[src/rtl/mmnx_params.svh]
`ifndef MMNX_PARAMS_SVH
`define MMNX_PARAMS_SVH
// ----------------------------------------
// opcode patterns, upper bits of the word
// ----------------------------------------
`define MMNX_OP_MOVE_HI7 7'h37
`define MMNX_OP_NEG_HI7 7'h36
`define MMNX_OP_MULF_HI7 7'h01
`define MMNX_OP_MULL_HI8 8'h0d
// ----------------------------------------
// addressing
// ----------------------------------------
`define MMNX_INDEXED_MAX 8'h5f
`define MMNX_ACCESS_SPLIT 8'h60
`define MMNX_ACCESS_HIGH_BANK 4'hf
// ----------------------------------------
// status flag bit positions
// ----------------------------------------
`define MMNX_FLAG_C 0
`define MMNX_FLAG_DC 1
`define MMNX_FLAG_Z 2
`define MMNX_FLAG_OV 3
`define MMNX_FLAG_N 4
`define MMNX_STATUS_RESET 5'h00
`endif

[src/rtl/mmnx_pkg.sv]
`default_nettype none
package mmnx_pkg;
    typedef enum logic [1:0] {
        MMNX_Q1 = 2'b00,
        MMNX_Q2 = 2'b01,
        MMNX_Q3 = 2'b10,
        MMNX_Q4 = 2'b11
    } mmnx_phase_t;
    typedef enum logic [2:0] {
        MMNX_NONE = 3'b000,
        MMNX_MOVE = 3'b001,
        MMNX_MULL = 3'b010,
        MMNX_MULF = 3'b011,
        MMNX_NEG = 3'b100
    } mmnx_op_t;
    typedef struct packed {
        logic [11:0] addr;
        logic [7:0] wdata;
        logic we;
        logic re;
    } mmnx_mem_req_t;
endpackage
`default_nettype wire

[src/rtl/mmnx_mult.sv]
`default_nettype none
// registered unsigned multiplier, result held until next load
module mmnx_mult #(
    parameter int W = 8
) (
    input wire logic clock,
    input wire logic srst,
    input wire logic clk_en,
    input wire logic load,
    input wire logic [W-1:0] a,
    input wire logic [W-1:0] b,
    output logic [2*W-1:0] product
);
    always_ff @(posedge clock) begin
        if (srst) begin
            product <= '0;
        end else if (clk_en && load) begin
            product <= a * b; // unsigned: no overflow possible
        end
    end
endmodule
`default_nettype wire

[src/rtl/mmnx_exec.sv]
`include "mmnx_params.svh"
`default_nettype none
module mmnx_exec
    import mmnx_pkg::*;
#(
    parameter int DW = 8
) (
    input wire logic clock,
    input wire logic srst,
    input wire logic clk_en,
    input wire logic instr_valid,
    input wire logic [15:0] instr_word,
    input wire logic [DW-1:0] acc,
    input wire logic [3:0] bank_select_reg,
    input wire logic ext_set_en,
    input wire logic [11:0] index_base,
    input wire logic [DW-1:0] mem_rdata,
    output logic busy,
    output logic done,
    output logic unsupported,
    output mmnx_mem_req_t mem_req,
    output logic [DW-1:0] product_high_byte,
    output logic [DW-1:0] product_low_byte,
    output logic product_we,
    output logic [4:0] status_flags,
    output logic [4:0] status_we
);
    // ----------------------------------------
    // decode
    // ----------------------------------------
    mmnx_op_t op_dec, op_reg;
    mmnx_phase_t phase_reg;
    logic [7:0] lit_reg;
    logic [DW-1:0] acc_reg, opnd_reg, neg_res;
    logic [11:0] addr_next;
    logic mul_load;
    logic [2*DW-1:0] prod;

    always_comb begin
        op_dec = MMNX_NONE;
        if (instr_word[15:9] == `MMNX_OP_MOVE_HI7) op_dec = MMNX_MOVE;
        else if (instr_word[15:9] == `MMNX_OP_NEG_HI7) op_dec = MMNX_NEG;
        else if (instr_word[15:9] == `MMNX_OP_MULF_HI7) op_dec = MMNX_MULF;
        else if (instr_word[15:8] == `MMNX_OP_MULL_HI8) op_dec = MMNX_MULL;
    end

    // bank bit clear uses access bank (index_base + offset when ext_set_en and offset <= 0x5f); split low/high at 0x60
    always_comb begin
        if (instr_word[8]) begin
            addr_next = {bank_select_reg, instr_word[7:0]};
        end else if (ext_set_en && instr_word[7:0] <= `MMNX_INDEXED_MAX) begin
            addr_next = index_base + {4'h0, instr_word[7:0]};
        end else if (instr_word[7:0] < `MMNX_ACCESS_SPLIT) begin
            addr_next = {4'h0, instr_word[7:0]};
        end else begin
            addr_next = {`MMNX_ACCESS_HIGH_BANK, instr_word[7:0]};
        end
    end

    // ----------------------------------------
    // phase sequencer
    // ----------------------------------------
    always_ff @(posedge clock) begin
        if (srst) begin
            phase_reg <= MMNX_Q1;
            busy <= 1'b0;
            op_reg <= MMNX_NONE;
        end else if (clk_en) begin
            case (phase_reg)
                MMNX_Q1: begin
                    if (instr_valid && op_dec != MMNX_NONE) begin
                        phase_reg <= MMNX_Q2;
                        busy <= 1'b1;
                        op_reg <= op_dec;
                    end
                end
                MMNX_Q2: phase_reg <= MMNX_Q3;
                MMNX_Q3: phase_reg <= MMNX_Q4;
                MMNX_Q4: begin
                    phase_reg <= MMNX_Q1;
                    busy <= 1'b0;
                end
                default: phase_reg <= MMNX_Q1;
            endcase
        end
    end

    always_ff @(posedge clock) begin
        if (srst) begin
            unsupported <= 1'b0;
        end else if (clk_en) begin
            unsupported <= phase_reg == MMNX_Q1 && instr_valid && op_dec == MMNX_NONE;
        end
    end

    // ----------------------------------------
    // operand capture
    // ----------------------------------------
    always_ff @(posedge clock) begin
        if (srst) begin
            lit_reg <= 8'h00;
            acc_reg <= '0;
            mem_req <= '0;
        end else if (clk_en) begin
            mem_req.re <= 1'b0;
            mem_req.we <= 1'b0;
            if (phase_reg == MMNX_Q1 && instr_valid && op_dec != MMNX_NONE) begin
                lit_reg <= instr_word[7:0];
                acc_reg <= acc;
                mem_req.addr <= addr_next;
                mem_req.re <= op_dec == MMNX_NEG || op_dec == MMNX_MULF;
            end
            if (phase_reg == MMNX_Q3 && (op_reg == MMNX_MOVE || op_reg == MMNX_NEG)) begin
                mem_req.we <= 1'b1; // lands during the final phase
                mem_req.wdata <= (op_reg == MMNX_MOVE) ? acc_reg : neg_res;
            end
        end
    end

    // read data sampled in the same cycle the read strobe is high
    always_ff @(posedge clock) begin
        if (srst) begin
            opnd_reg <= '0;
        end else if (clk_en && phase_reg == MMNX_Q2) begin
            opnd_reg <= (op_reg == MMNX_MULL) ? lit_reg : mem_rdata;
        end
    end

    assign neg_res = ~opnd_reg + 8'h01;

    // ----------------------------------------
    // multiply
    // ----------------------------------------
    assign mul_load = phase_reg == MMNX_Q3 && (op_reg == MMNX_MULL || op_reg == MMNX_MULF);

    mmnx_mult #(.W(DW)) u_mult (
        .clock(clock),
        .srst(srst),
        .clk_en(clk_en),
        .load(mul_load),
        .a(acc_reg),
        .b(opnd_reg),
        .product(prod)
    );

    // product written into pair, high byte upper
    assign product_high_byte = prod[2*DW-1:DW];
    assign product_low_byte = prod[DW-1:0];

    always_ff @(posedge clock) begin
        if (srst) begin
            product_we <= 1'b0;
            done <= 1'b0;
        end else if (clk_en) begin
            product_we <= mul_load;
            done <= phase_reg == MMNX_Q3;
        end
    end

    // ----------------------------------------
    // flags: only negate writes them
    // ----------------------------------------
    always_ff @(posedge clock) begin
        if (srst) begin
            status_flags <= `MMNX_STATUS_RESET;
            status_we <= 5'h00;
        end else if (clk_en) begin
            status_we <= 5'h00; // multiply and move leave flags
            if (phase_reg == MMNX_Q3 && op_reg == MMNX_NEG) begin
                status_we <= 5'h1f;
                status_flags[`MMNX_FLAG_N] <= neg_res[DW-1];
                status_flags[`MMNX_FLAG_Z] <= neg_res == '0;
                status_flags[`MMNX_FLAG_C] <= opnd_reg == '0;
                status_flags[`MMNX_FLAG_DC] <= opnd_reg[3:0] == 4'h0;
                status_flags[`MMNX_FLAG_OV] <= opnd_reg == 8'h80;
            end
        end
    end

    // ----------------------------------------
    // checks
    // ----------------------------------------
    property p_move_write;
        @(posedge clock) disable iff (srst)
        (clk_en && phase_reg == MMNX_Q3 && op_reg == MMNX_MOVE) |=>
            (mem_req.we && mem_req.wdata == $past(acc_reg));
    endproperty
    a_move_write: assert property (p_move_write) else $error("move write wrong");

    property p_bank_sel;
        @(posedge clock) disable iff (srst)
        (clk_en && phase_reg == MMNX_Q1 && instr_valid && op_dec != MMNX_NONE
            && instr_word[8]) |=> mem_req.addr == {$past(bank_select_reg), $past(instr_word[7:0])};
    endproperty
    a_bank_sel: assert property (p_bank_sel) else $error("bank address wrong");

    property p_indexed;
        @(posedge clock) disable iff (srst)
        (clk_en && phase_reg == MMNX_Q1 && instr_valid && op_dec != MMNX_NONE && !instr_word[8]
            && ext_set_en && instr_word[7:0] <= `MMNX_INDEXED_MAX)
            |=> mem_req.addr == $past(index_base) + {4'h0, $past(instr_word[7:0])};
    endproperty
    a_indexed: assert property (p_indexed) else $error("indexed address wrong");

    property p_mul_prod;
        @(posedge clock) disable iff (srst)
        (clk_en && mul_load) |=> prod == $past(acc_reg) * $past(opnd_reg);
    endproperty
    a_mul_prod: assert property (p_mul_prod) else $error("product wrong");

    property p_mul_noflag;
        @(posedge clock) disable iff (srst)
        (op_reg == MMNX_MULL || op_reg == MMNX_MULF) && busy |-> ##1 status_we == 5'h00;
    endproperty
    a_mul_noflag: assert property (p_mul_noflag) else $error("multiply touched flags");

    property p_mulf_nowrite;
        @(posedge clock) disable iff (srst)
        (op_reg == MMNX_MULF && busy) |-> !mem_req.we;
    endproperty
    a_mulf_nowrite: assert property (p_mulf_nowrite) else $error("multiply wrote memory");

    property p_zero_kept;
        @(posedge clock) disable iff (srst)
        (product_we && prod == '0) |-> status_we[`MMNX_FLAG_Z] == 1'b0;
    endproperty
    a_zero_kept: assert property (p_zero_kept) else $error("zero flagged");

    property p_neg;
        @(posedge clock) disable iff (srst)
        (clk_en && phase_reg == MMNX_Q3 && op_reg == MMNX_NEG)
            |=> mem_req.we && mem_req.wdata == 8'h00 - $past(opnd_reg) && status_we == 5'h1f;
    endproperty
    a_neg: assert property (p_neg) else $error("negate wrong");

    property p_four_phase;
        @(posedge clock) disable iff (srst)
        ($rose(busy) && clk_en) |-> busy [*3] ##1 (!busy || !clk_en);
    endproperty
    a_four_phase: assert property (p_four_phase) else $error("cycle length wrong");
endmodule
`default_nettype wire

[config.mk]
export PLATFORM = sky130hd
export DESIGN_NAME = mmnx_exec
export DESIGN_NICKNAME = d
export VERILOG_FILES = /design/src/rtl/mmnx_pkg.sv /design/src/rtl/mmnx_mult.sv /design/src/rtl/mmnx_exec.sv
export VERILOG_INCLUDE_DIRS = /design/src /design/src/rtl
export SDC_FILE = /design/constraint.sdc
export NUM_CORES = 1
export LEC_CHECK = 0
export BUFFER_PORTS_ARGS = -buffer_cell sky130_fd_sc_hd__buf_4
export CORE_MARGIN = 2
export CORE_UTILIZATION = 25
export DETAILED_ROUTE_END_ITERATION = 10
export PLACE_DENSITY_LB_ADDON = 0.05
export SETUP_SLACK_MARGIN = 0.1
export SLEW_MARGIN = 25
export SYNTH_ARGS = -nofsm -noshare
export SYNTH_HDL_FRONTEND = slang
export SYNTH_SLANG_ARGS = --single-unit
[constraint.sdc]
create_clock -name clock -period 4.3 [get_ports clock]
set_clock_uncertainty 0.05 [all_clocks]
set_input_delay 0.645 -clock clock [delete_from_list [all_inputs] [get_ports clock]]
set_output_delay 0.645 -clock clock [all_outputs]
set_load 0.005 [all_outputs]
==> run_results.csv, run 1 <==
group,metric,value,unit
run_status,outcome,"complete, no violations",
power_and_ir_drop,p_comb_share,9.1,%
critical_path,crit_top_cell,"fa_1",
layout,biggestRegsByFlops,"mem_req (22), u_mult.product (16)",
critical_path,cp-start-kind,"flop",
layout,nets,963,
synth,postSynthCellCount,718,
critical_path,required,4.50,ns
floorplan,die_area,0.0249,sq mm
routing,drt_first_pass_iters,4,
routing,ant_nets,0,
grt,grt_max_degree,75,
timing,rsz0062_at_grt,"true",
synth,yosys_register_bits,77,
layout,top_register,"mem_req",
critical_path,crit_chain,"buf_4, and2_1, fa_1, fa_1, fa_1, fa_1, ha_4, o21a_1, o21a_1, o22ai_2, o21ai_2, xnor2_1, a211oi_1",
grt,grt-ovfl-total,0,
floorplan,std_cell_rows,56,
floorplan,core_area,0.0233,sq mm
timing,worst_pin_slew,0.993,ns
floorplan,die_h,158,um
floorplan,ioPinCount,105,
synth,synthesis.nets,858,
layout,largest_register_ff_count,22,
critical_path,arrival,4.25,ns
placement,dpl.hpwl,13800,um
grt,antenna_found_initial,0,
power_and_ir_drop,power_density,229,mW/mm^2
placement,gp_congestion,0.816,
synth,ys_warn_count,0,
power_and_ir_drop,vdd_ir_drop_max,0.202,mV
critical_path,cpMaxStageDelayCell,"fa_1",
cts,cts_tree,"done",
layout,finish.utilization,32.7,%
power_and_ir_drop,p_int,1.30,mW
routing,drt-wirelength-per-cell,15.5,um
grt,grt_pass1_vias,5339,
routing,first_iter_violations,190,
timing,period_share,94.1,%
timing,setup_viol,0,
cts,cts_sinks,77,
power_and_ir_drop,p_seq_share,40.9,%
synth,yosys.area.top_type,"dfxtp_1",
timing,slew_violations,0,
timing,max_freq,0.247,GHz
critical_path,path_class,"reg2reg",
synth,yosysTopAreaCellShare,26.1,%
routing,via_per_inst,4.57,
floorplan,initial_core_util,25.3,%
power_and_ir_drop,power.total,1.75,mW
placement,dpl.cell_count,1127,
timing,max-slew-margin-rel,33.5,%
timing,hold_viol,0,
cts,htreeDepth,3,
critical_path,cp-end-kind,"flop",
routing,num_vias,5247,
layout,drive_gt1_share,24.4,%
cts,hold_buffers,0,
synth,synth_area,0.00591,sq mm
synth,synth-seq-area-share,26.1,%
cts,cts.path.max_buffers,2,
critical_path,cp_slowest_stage_delay,0.56,ns
routing,route.final.wire_length,17800,um
critical_path,cp_max_fo,6,
cts,path_clk_slew,0.07,ns
cts,cts_root_buf,"clkbuf_16",
job,cap_violations,0,
power_and_ir_drop,leakage,3.37,nW
layout,syn_to_final_growth,29.2,%
synth,avgSynthCellArea,8.24,sq um
grt,grt_pass1_wl,28300,um
cts,numCtsBuffers,9,
grt,grt_usage,14.7,%
synth,synth_flop_cell,"dfxtp_1",
power_and_ir_drop,switchingPower,0.446,mW
power_and_ir_drop,swShare,25.5,%
floorplan,die_x,158,um
synth,synth_area_leaders,"dfxtp_1, fa_1, ha_1",
timing,finalCriticalPeriod,4.05,ns
synth,synth_cell_types,62,
timing,finalSetupTns,0,ns
routing,drc,0,
worst_hold_path,hold_path_class,"reg2reg",
cts,clock_latency,0.35,ns
layout,diodes,0,
layout,fin_cells,1147,
power_and_ir_drop,p_clk_share,50.0,%
synth,synthArstFlopShare,0,%
synth,synth-edff-count,0,
placement,portBuffers,104,
[per-stage QoR]
stage | hold WS, ns | worst slack (ns) | instance area (sq um)
5_1_grt | 0.422 | 0.0964 | 7640
2_1_floorplan | 0.386 | 0.114 | 5970
3_5_place_dp | 0.400 | -0.0129 | 7140
4_1_cts | 0.409 | 0.0644 | 7490
3_3_place_gp | 0.397 | -0.00331 | 7140
6_report | 0.407 | 0.252 | 7640
[path summary, 6_finish.rpt]
kind                                        start                 end  slack, ns  depth (start not counted)
worst min-delay path            u_mult.product[0]   u_mult.product[0]       0.41                          2
worst max-delay path                  opnd_reg[3]  u_mult.product[15]       0.25                         13
worst min register to register  u_mult.product[0]   u_mult.product[0]       0.41                          2
worst max register to register        opnd_reg[3]  u_mult.product[15]       0.25                         13
[final cells by class]
type	instances	area, sq um
clock buffers	9	225
clock inverters	7	103
fillers	2504	15700
inverters	66	248
multi-input cells	531	4040
flip-flops and latches	77	1580
well taps	319	399
repair buffers	138	1040
[power by group through the flow]
stage,Clock [mW],Sequential [mW],Combinational [mW]
global route,0.932,0.714,0.178
CTS,0.915,0.719,0.159
floorplan,0,0.734,0.0852
detailed placement,0,0.736,0.159
finish,0.874,0.714,0.159
global placement,0,0.736,0.158
[cell usage after synthesis, drive strengths merged, types with 7 or more instances]
cell type	n
nand4	7
mux2i	11
fa	37
and2	54
nand3	7
nor2	59
a211oi	22
o21ai	28
clkbuf	29
xor2	10
nand2	79
buf	15
ha	50
o211ai	7
inv	66
dfxtp	77
a21oi	64
nor3	14
[critical path: cells and delay by family (launching register included)]
| kind | cells | cell delay [ns] |
|---|---|---|
| and+or+nand+nor | 1 | 0.15 |
| DFF | 1 | 0.37 |
| buffers and inverters | 1 | 0.15 |
| adders and majority gates | 5 | 2.30 |
| AOI/OAI and AO/OA | 5 | 0.83 |
| xor gates and xnor gates | 1 | 0.13 |
[cells by family after synthesis]
kind of cell	Yosys count	share of synthesized area, %
simple gates	257	21.8
compound gates	160	17.0
buf+inv	110	7.74
fa+ha+maj	87	23.1
flops	77	26.1
xor+xnor	16	2.37
mux	11	1.86
[cell usage in the layout (no fill, tap or decap), types with 3 or more instances in the layout]
cell type and n:
buf_4 137, xnor2_1 6, ha_1 44, a31oi_1 4, nor2_2 5, nand4_1 7, nor2b_1 4, a211oi_1 21
nor4_1 3, clkbuf_16 9, dfxtp_1 66, a221oi_1 3, a22oi_1 3, a21oi_1 59, nand2b_1 6, ha_4 6
mux2i_1 11, inv_6 3, and2_1 51, xor2_1 10, inv_1 65, nor3_1 13, o21a_1 6, o21ai_1 3
fa_1 36, o31ai_1 3, and2_4 3, nand2_1 77, o21ai_0 23, dfxtp_4 9, nor2_1 54, and3_1 5
nand3_1 7, a21o_1 6, or2_2 3, a21oi_2 4, o211ai_1 7
[metal layers]
| metal | wire [um] | vias to the layer above | global-route usage, % |
|---|---|---|---|
| met4 | 331 | 0 | 4.94 |
| met3 | 827 | 19 | 3.01 |
| li1 | - | 2646 | - |
| met1 | 7950 | 2481 | 18.3 |
| met2 | 8670 | 101 | 25.4 |
| met5 | 0 | - | 0 |
[what timing repair did]
item | 4_1_cts | 5_1_grt
setup buffers | 0 | 4
pin swaps | 0 | 26
setup endpoints to repair | 5 | 8
gates resized for setup | 10 | 34
Note: power is estimated with default switching activity, not from simulation.
==> run 2: changes to the inputs <==
--- a/config.mk
+++ b/config.mk
@@ -7,9 +7,11 @@
 export NUM_CORES = 1
 export LEC_CHECK = 0
 export BUFFER_PORTS_ARGS = -buffer_cell sky130_fd_sc_hd__buf_4
+export CORE_ASPECT_RATIO = 1.25
 export CORE_MARGIN = 2
 export CORE_UTILIZATION = 25
 export DETAILED_ROUTE_END_ITERATION = 10
+export GPL_ROUTABILITY_DRIVEN = 0
 export PLACE_DENSITY_LB_ADDON = 0.05
 export SETUP_SLACK_MARGIN = 0.1
 export SLEW_MARGIN = 25
==> run_results.csv, run 2 (synthesis results as in run 1) <==
group,metric,value,unit
layout,drive_gt1_share,23.7,%
routing,route.final.wire_length,18100,um
timing,hold_viol,0,
power_and_ir_drop,p_comb_share,9.9,%
power_and_ir_drop,p_clk_share,44.7,%
power_and_ir_drop,vdd_ir_drop_max,0.168,mV
job,cap_violations,0,
power_and_ir_drop,p_int,1.19,mW
routing,ant_nets,0,
timing,period_share,94.4,%
cts,hold_buffers,0,
timing,setup_viol,0,
routing,num_vias,5179,
critical_path,rr_worst_depth,14,
routing,wl_met1,7640,um
floorplan,initial_core_util,25.6,%
critical_path,cp_max_fo,7,
layout,syn_to_final_growth,27.1,%
placement,dp_slack,0.00226,ns
layout,final_cell_mix,"buf_4, nand2_1, inv_1, dfxtp_1, a21oi_1",
cts,cts_sinks,77,
timing,finalCriticalPeriod,4.06,ns
layout,diodes,0,
timing,rsz0062_at_grt,"true",
placement,portBuffers,104,
critical_path,worstSetupStartpoint,"acc_reg[3]",
layout,finish.utilization,32.5,%
cts,clock_latency,0.34,ns
critical_path,cp-end-kind,"flop",
cts,cts_tree,"done",
critical_path,r2r_start,"acc_reg[3]",
routing,drt-wirelength-per-cell,16.3,um
placement,dpl.hpwl,14300,um
cts,numCtsBuffers,9,
critical_path,cp-start-kind,"flop",
timing,setup_ws,0.240,ns
worst_hold_path,hold_start,"lit_reg[6]",
routing,via_per_inst,4.66,
power_and_ir_drop,power_density,210,mW/mm^2
power_and_ir_drop,power.total,1.58,mW
layout,largest_register_ff_count,22,
power_and_ir_drop,swShare,24.9,%
routing,first_iter_violations,171,
cts,cts_root_buf,"clkbuf_16",
layout,nets,960,
critical_path,path_class,"reg2reg",
timing,worst_pin_slew,0.858,ns
layout,top_register,"mem_req",
floorplan,die_area,0.0249,sq mm
grt,antenna_found_initial,0,
critical_path,required,4.44,ns
floorplan,std_cell_rows,62,
grt,grt_pass1_wl,29100,um
routing,drt_first_pass_iters,4,
grt,grt_pass1_vias,5543,
cts,cts.path.max_buffers,2,
critical_path,endpoint,"u_mult.product[15]",
routing,top_layer,"met4",
layout,layout_commonest_cell,"buf_4",
timing,max_freq,0.246,GHz
cts,path_clk_slew,0.06,ns
cts,htreeDepth,3,
layout,biggestRegsByFlops,"mem_req (22), u_mult.product (16)",
critical_path,reg2reg_slack,0.24,ns
grt,grt_usage,14.9,%
routing,dr_wl_met3,599,um
routing,met2WireLength,9680,um
run_status,outcome,"complete, no violations",
power_and_ir_drop,switchingPower,0.393,mW
timing,slew_violations,0,
critical_path,r2r-end,"u_mult.product[15]",
floorplan,die_h,176,um
timing,finalSetupTns,0,ns
grt,grt_max_degree,75,
timing,max-slew-margin-rel,42.8,%
floorplan,ioPinCount,105,
floorplan,die_x,142,um
grt,grt-ovfl-total,0,
critical_path,arrival,4.20,ns
power_and_ir_drop,p_seq_share,45.3,%
routing,drc,0,
floorplan,core_area,0.0231,sq mm
power_and_ir_drop,leakage,3.32,nW
worst_hold_path,hold_path_class,"reg2reg",
[run 2: cell types whose count changed in the layout (fill, tap and decap cells not counted), sizes merged]
cell and delta:
clkbuf +4, inv -4, clkinv +1, buf -3
bufinv -2
[run 2: worst max-delay path: stages, from the launching register on]
cell and delay [ns]:
dfxtp_4 0.37, and2_4 0.16, fa_1 0.57, fa_1 0.45
fa_1 0.49, inv_1 0.05, fa_1 0.53, inv_1 0.06
ha_4 0.23, o21a_1 0.19, o21a_1 0.18, o22ai_2 0.21
o21ai_1 0.10, xnor2_1 0.18, a211oi_1 0.09
[run 2: worst min path at each step]
stage | end | slack [ns] | cells after the start
floorplan | lit_reg[0] | 0.39 | 2
global placement | lit_reg[6] | 0.39 | 2
detailed placement | u_mult.product[5] | 0.40 | 2
CTS | lit_reg[0] | 0.41 | 2
global route | lit_reg[0] | 0.42 | 2
finish | lit_reg[6] | 0.40 | 2
[run 2: repair_timing]
| action | CTS | global route |
|---|---|---|
| endpoints found under the setup margin | 7 | 8 |
| gates cloned | 0 | 0 |
| resized for setup | 9 | 34 |
| buffers inserted | 0 | 5 |
| pin swaps | 0 | 26 |
[run 2: through the flow]
step                instance area [sq um]  hold slack, ns  cells
finish                               7510           0.403   1112
global placement                     7070           0.393   1092
detailed placement                   7070           0.397   1092
global route                         7510           0.423   1112
CTS                                  7350           0.408   1107
floorplan                            5970           0.386    718
[run 2: area by class of cell]
type                            instances  area, sq um
Tap cell                              288          360
Timing Repair Buffer                  135         1020
Sequential cell                        77         1570
Inverter                               66          248
Fill cell                            2492        15600
Multi-Input combinational cell        531         4050
Clock buffer                           13          250
Clock inverter                          2         10.0
[run 2: layer usage]
layer | up-vias | GRT usage [%]
met5 | - | 0
met2 | 76 | 28.0
met3 | 11 | 2.90
li1 | 2640 | -
met4 | 0 | 3.71
met1 | 2452 | 17.3
[run 2: power by group through the flow]
stage | Clock, mW | Combinational (mW) | Sequential (mW)
global placement | 0 | 0.157 | 0.736
finish | 0.707 | 0.157 | 0.716
detailed placement | 0 | 0.158 | 0.736
CTS | 0.739 | 0.158 | 0.720
floorplan | 0 | 0.0852 | 0.734
global route | 0.762 | 0.176 | 0.716
==> run 3: changes to the inputs <==
--- a/config.mk
+++ b/config.mk
@@ -13,8 +13,10 @@
 export DETAILED_ROUTE_END_ITERATION = 10
 export GPL_ROUTABILITY_DRIVEN = 0
 export PLACE_DENSITY_LB_ADDON = 0.05
+export REMOVE_ABC_BUFFERS = 1
 export SETUP_SLACK_MARGIN = 0.1
 export SLEW_MARGIN = 25
 export SYNTH_ARGS = -nofsm -noshare
 export SYNTH_HDL_FRONTEND = slang
+export SYNTH_HIERARCHICAL = 1
 export SYNTH_SLANG_ARGS = --single-unit
==> constraint.sdc (replaced) <==
create_clock -name clock -period 4.5 [get_ports clock]
set_clock_uncertainty 0.05 [all_clocks]
set_input_delay 0.675 -clock clock [delete_from_list [all_inputs] [get_ports clock]]
set_output_delay 0.675 -clock clock [all_outputs]
set_load 0.005 [all_outputs]
==> run_results.csv, run 3 <==
group,metric,value,unit
synth,synth_area_leaders,"dfxtp_1, fa_1, ha_1",
timing,finalSetupTns,0,ns
synth,synth_area,0.00600,sq mm
floorplan,initial_core_util,25.4,%
cts,cts_root_buf,"clkbuf_16",
power_and_ir_drop,leakage,3.24,nW
cts,cts_setup_buffers,0,
layout,finish.utilization,31.9,%
worst_hold_path,hold_end,"u_mult/product[14]",
critical_path,cp_slowest_stage_delay,0.53,ns
placement,place_area,0.00715,sq mm
synth,synth_flop_cell,"dfxtp_1",
critical_path,reg2reg_slack,0.29,ns
power_and_ir_drop,power_density,225,mW/mm^2
timing,finalCriticalPeriod,4.21,ns
routing,dr_wl_met3,655,um
critical_path,cpMaxStageDelayCell,"fa_1",
synth,synth-edff-count,0,
layout,final_cell_mix,"buf_4, nand2_1, dfxtp_1",
layout,nets,949,
layout,final_cell_area,0.00754,sq mm
routing,drt-wirelength-per-cell,15.8,um
critical_path,required,4.69,ns
routing,first_iter_violations,140,
routing,wl_met1,7310,um
layout,fill_cells,2543,
cts,cts_sinks,77,
cts,path_clk_slew,0.07,ns
placement,dpl.cell_count,1089,
layout,multi_input_area,0.00413,sq mm
layout,syn_to_final_growth,25.7,%
layout,largest_register_ff_count,22,
timing,max_freq,0.237,GHz
floorplan,ioPinCount,105,
timing,hold_viol,0,
synth,ys_warn_count,6,
cts,htreeDepth,3,
floorplan,die_x,143,um
layout,drive_gt1_share,20.6,%
power_and_ir_drop,power.total,1.70,mW
cts,cts_tree,"done",
run_status,outcome,"complete, no violations",
grt,antenna_found_initial,0,
grt,grt_usage,14.3,%
critical_path,r2r_start,"acc_reg[3]",
routing,top_layer,"met4",
cts,cts_resized,0,
routing,via_per_inst,4.63,
layout,biggestRegsByFlops,"mem_req (22), u_mult/product (16)",
critical_path,arrival,4.40,ns
placement,dp_slack,0.163,ns
job,cap_violations,0,
synth,synthArstFlopShare,0,%
critical_path,cp_max_fo,5,
routing,route.final.wire_length,17500,um
grt,grt_pass1_wl,28100,um
layout,top_register,"mem_req",
placement,portBuffers,104,
grt,grt-ovfl-total,0,
critical_path,crit_chain,"and2_1, fa_1, inv_1, fa_1, inv_1, fa_1, inv_1, fa_1, inv_1, ha_2, a21o_1, nand2_1, nand3b_2, a211o_1, a31oi_2, o211ai_2",
cts,cts.path.max_buffers,2,
critical_path,cp-start-kind,"flop",
critical_path,r2r-end,"u_mult/product[15]",
synth,yosys.area.top_type,"dfxtp_1",
cts,clock_latency,0.35,ns
synth,yosys_register_bits,77,
floorplan,die_area,0.0253,sq mm
layout,fin_cells,1106,
synth,yosysMostFrequentCell,"nand2_1",
routing,drt_first_pass_iters,4,
layout,layout_commonest_cell,"buf_4",
placement,dpl.hpwl,13600,um
timing,slew_violations,0,
worst_hold_path,hold_path_class,"reg2reg",
synth,synth-seq-area-share,25.7,%
timing,worst_pin_slew,0.807,ns
worst_hold_path,hold_start,"u_mult/product[14]",
synth,yosysTopAreaCellShare,25.7,%
cts,numCtsBuffers,9,
layout,diodes,0,
grt,grt_max_degree,71,
timing,max-slew-margin-rel,46.2,%
routing,num_vias,5120,
critical_path,rr_worst_depth,16,
critical_path,critPathTopFamily,"adder cells",
routing,ant_nets,0,
timing,setup_viol,0,
worst_hold_path,min_path_cells,2,
critical_path,worstSetupStartpoint,"acc_reg[3]",
critical_path,crit_buf_inv,4,
timing,period_share,93.7,%
floorplan,std_cell_rows,63,
timing,rsz0062_at_grt,"true",
critical_path,cp-end-kind,"flop",
routing,met2WireLength,9170,um
cts,hold_buffers,0,
floorplan,core_area,0.0236,sq mm
grt,grt_pass1_vias,5418,
critical_path,path_class,"reg2reg",
timing,setup_ws,0.285,ns
synth,postSynthCellCount,702,
synth,avgSynthCellArea,8.55,sq um
routing,drc,0,
power_and_ir_drop,vdd_ir_drop_max,0.185,mV
layout,ff_latch_area,0.00154,sq mm
timing,whs,0.398,ns
synth,synth_cell_types,69,
floorplan,die_h,177,um
synth,synth_common_cells,"nand2_1, dfxtp_1, inv_1",
-- run 3: cell count changes in the layout (fill, tap and decap cells not counted), sizes merged, moves of 8 or more --
cell,before,now
a21oi,64,45
buf,135,124
mux2i,11,19
nand2,79,95
-- run 3: cell type report --
class	count	share of cell area, %
clock inverter	6	1.26
tap	292	4.84
inverter	59	2.94
clock buffer	10	3.17
sequential	77	20.4
multi-input combinational	538	54.7
timing repair buffer	124	12.6
-- run 3: worst min-delay path: stages (launching register included) --
cell and delay [ns]:
dfxtp_1 0.31, nand2_1 0.05, o21ai_1 0.05
-- run 3: worst max path at each step --
stage                                    end  slack, ns  cells after the start
after floorplan           u_mult/product[15]       0.22                     15
after global placement    u_mult/product[15]       0.16                     16
after detailed placement  u_mult/product[15]       0.16                     16
after CTS                 u_mult/product[15]       0.14                     16
after global routing      u_mult/product[15]       0.09                     16
final                     u_mult/product[15]       0.29                     16
-- run 3: per-layer routing --
layer  vias to the layer above  track usage [%]
li1                       2600                -
met1                      2417             16.0
met2                        85             26.9
met3                        18             2.92
met4                         0             4.54
met5                         -                0
-- run 3: where the power goes --
| group | internal (mW) | switching, mW | total (mW) |
|---|---|---|---|
| Combinational | 0.0753 | 0.0915 | 0.167 |
| Clock | 0.507 | 0.340 | 0.847 |
| Sequential | 0.684 | 0.00198 | 0.686 |
| Total | 1.27 | 0.434 | 1.70 |
-- run 3: cell families after synthesis --
kind of cell,synth area share (%)
buffers and inverters,6.09
AND/OR/NAND/NOR,23.4
flip-flops,25.7
adder cells (fa/ha/maj),22.8
multiplexers,3.17
AO/OA/AOI/OAI,16.2
XOR/XNOR,2.63
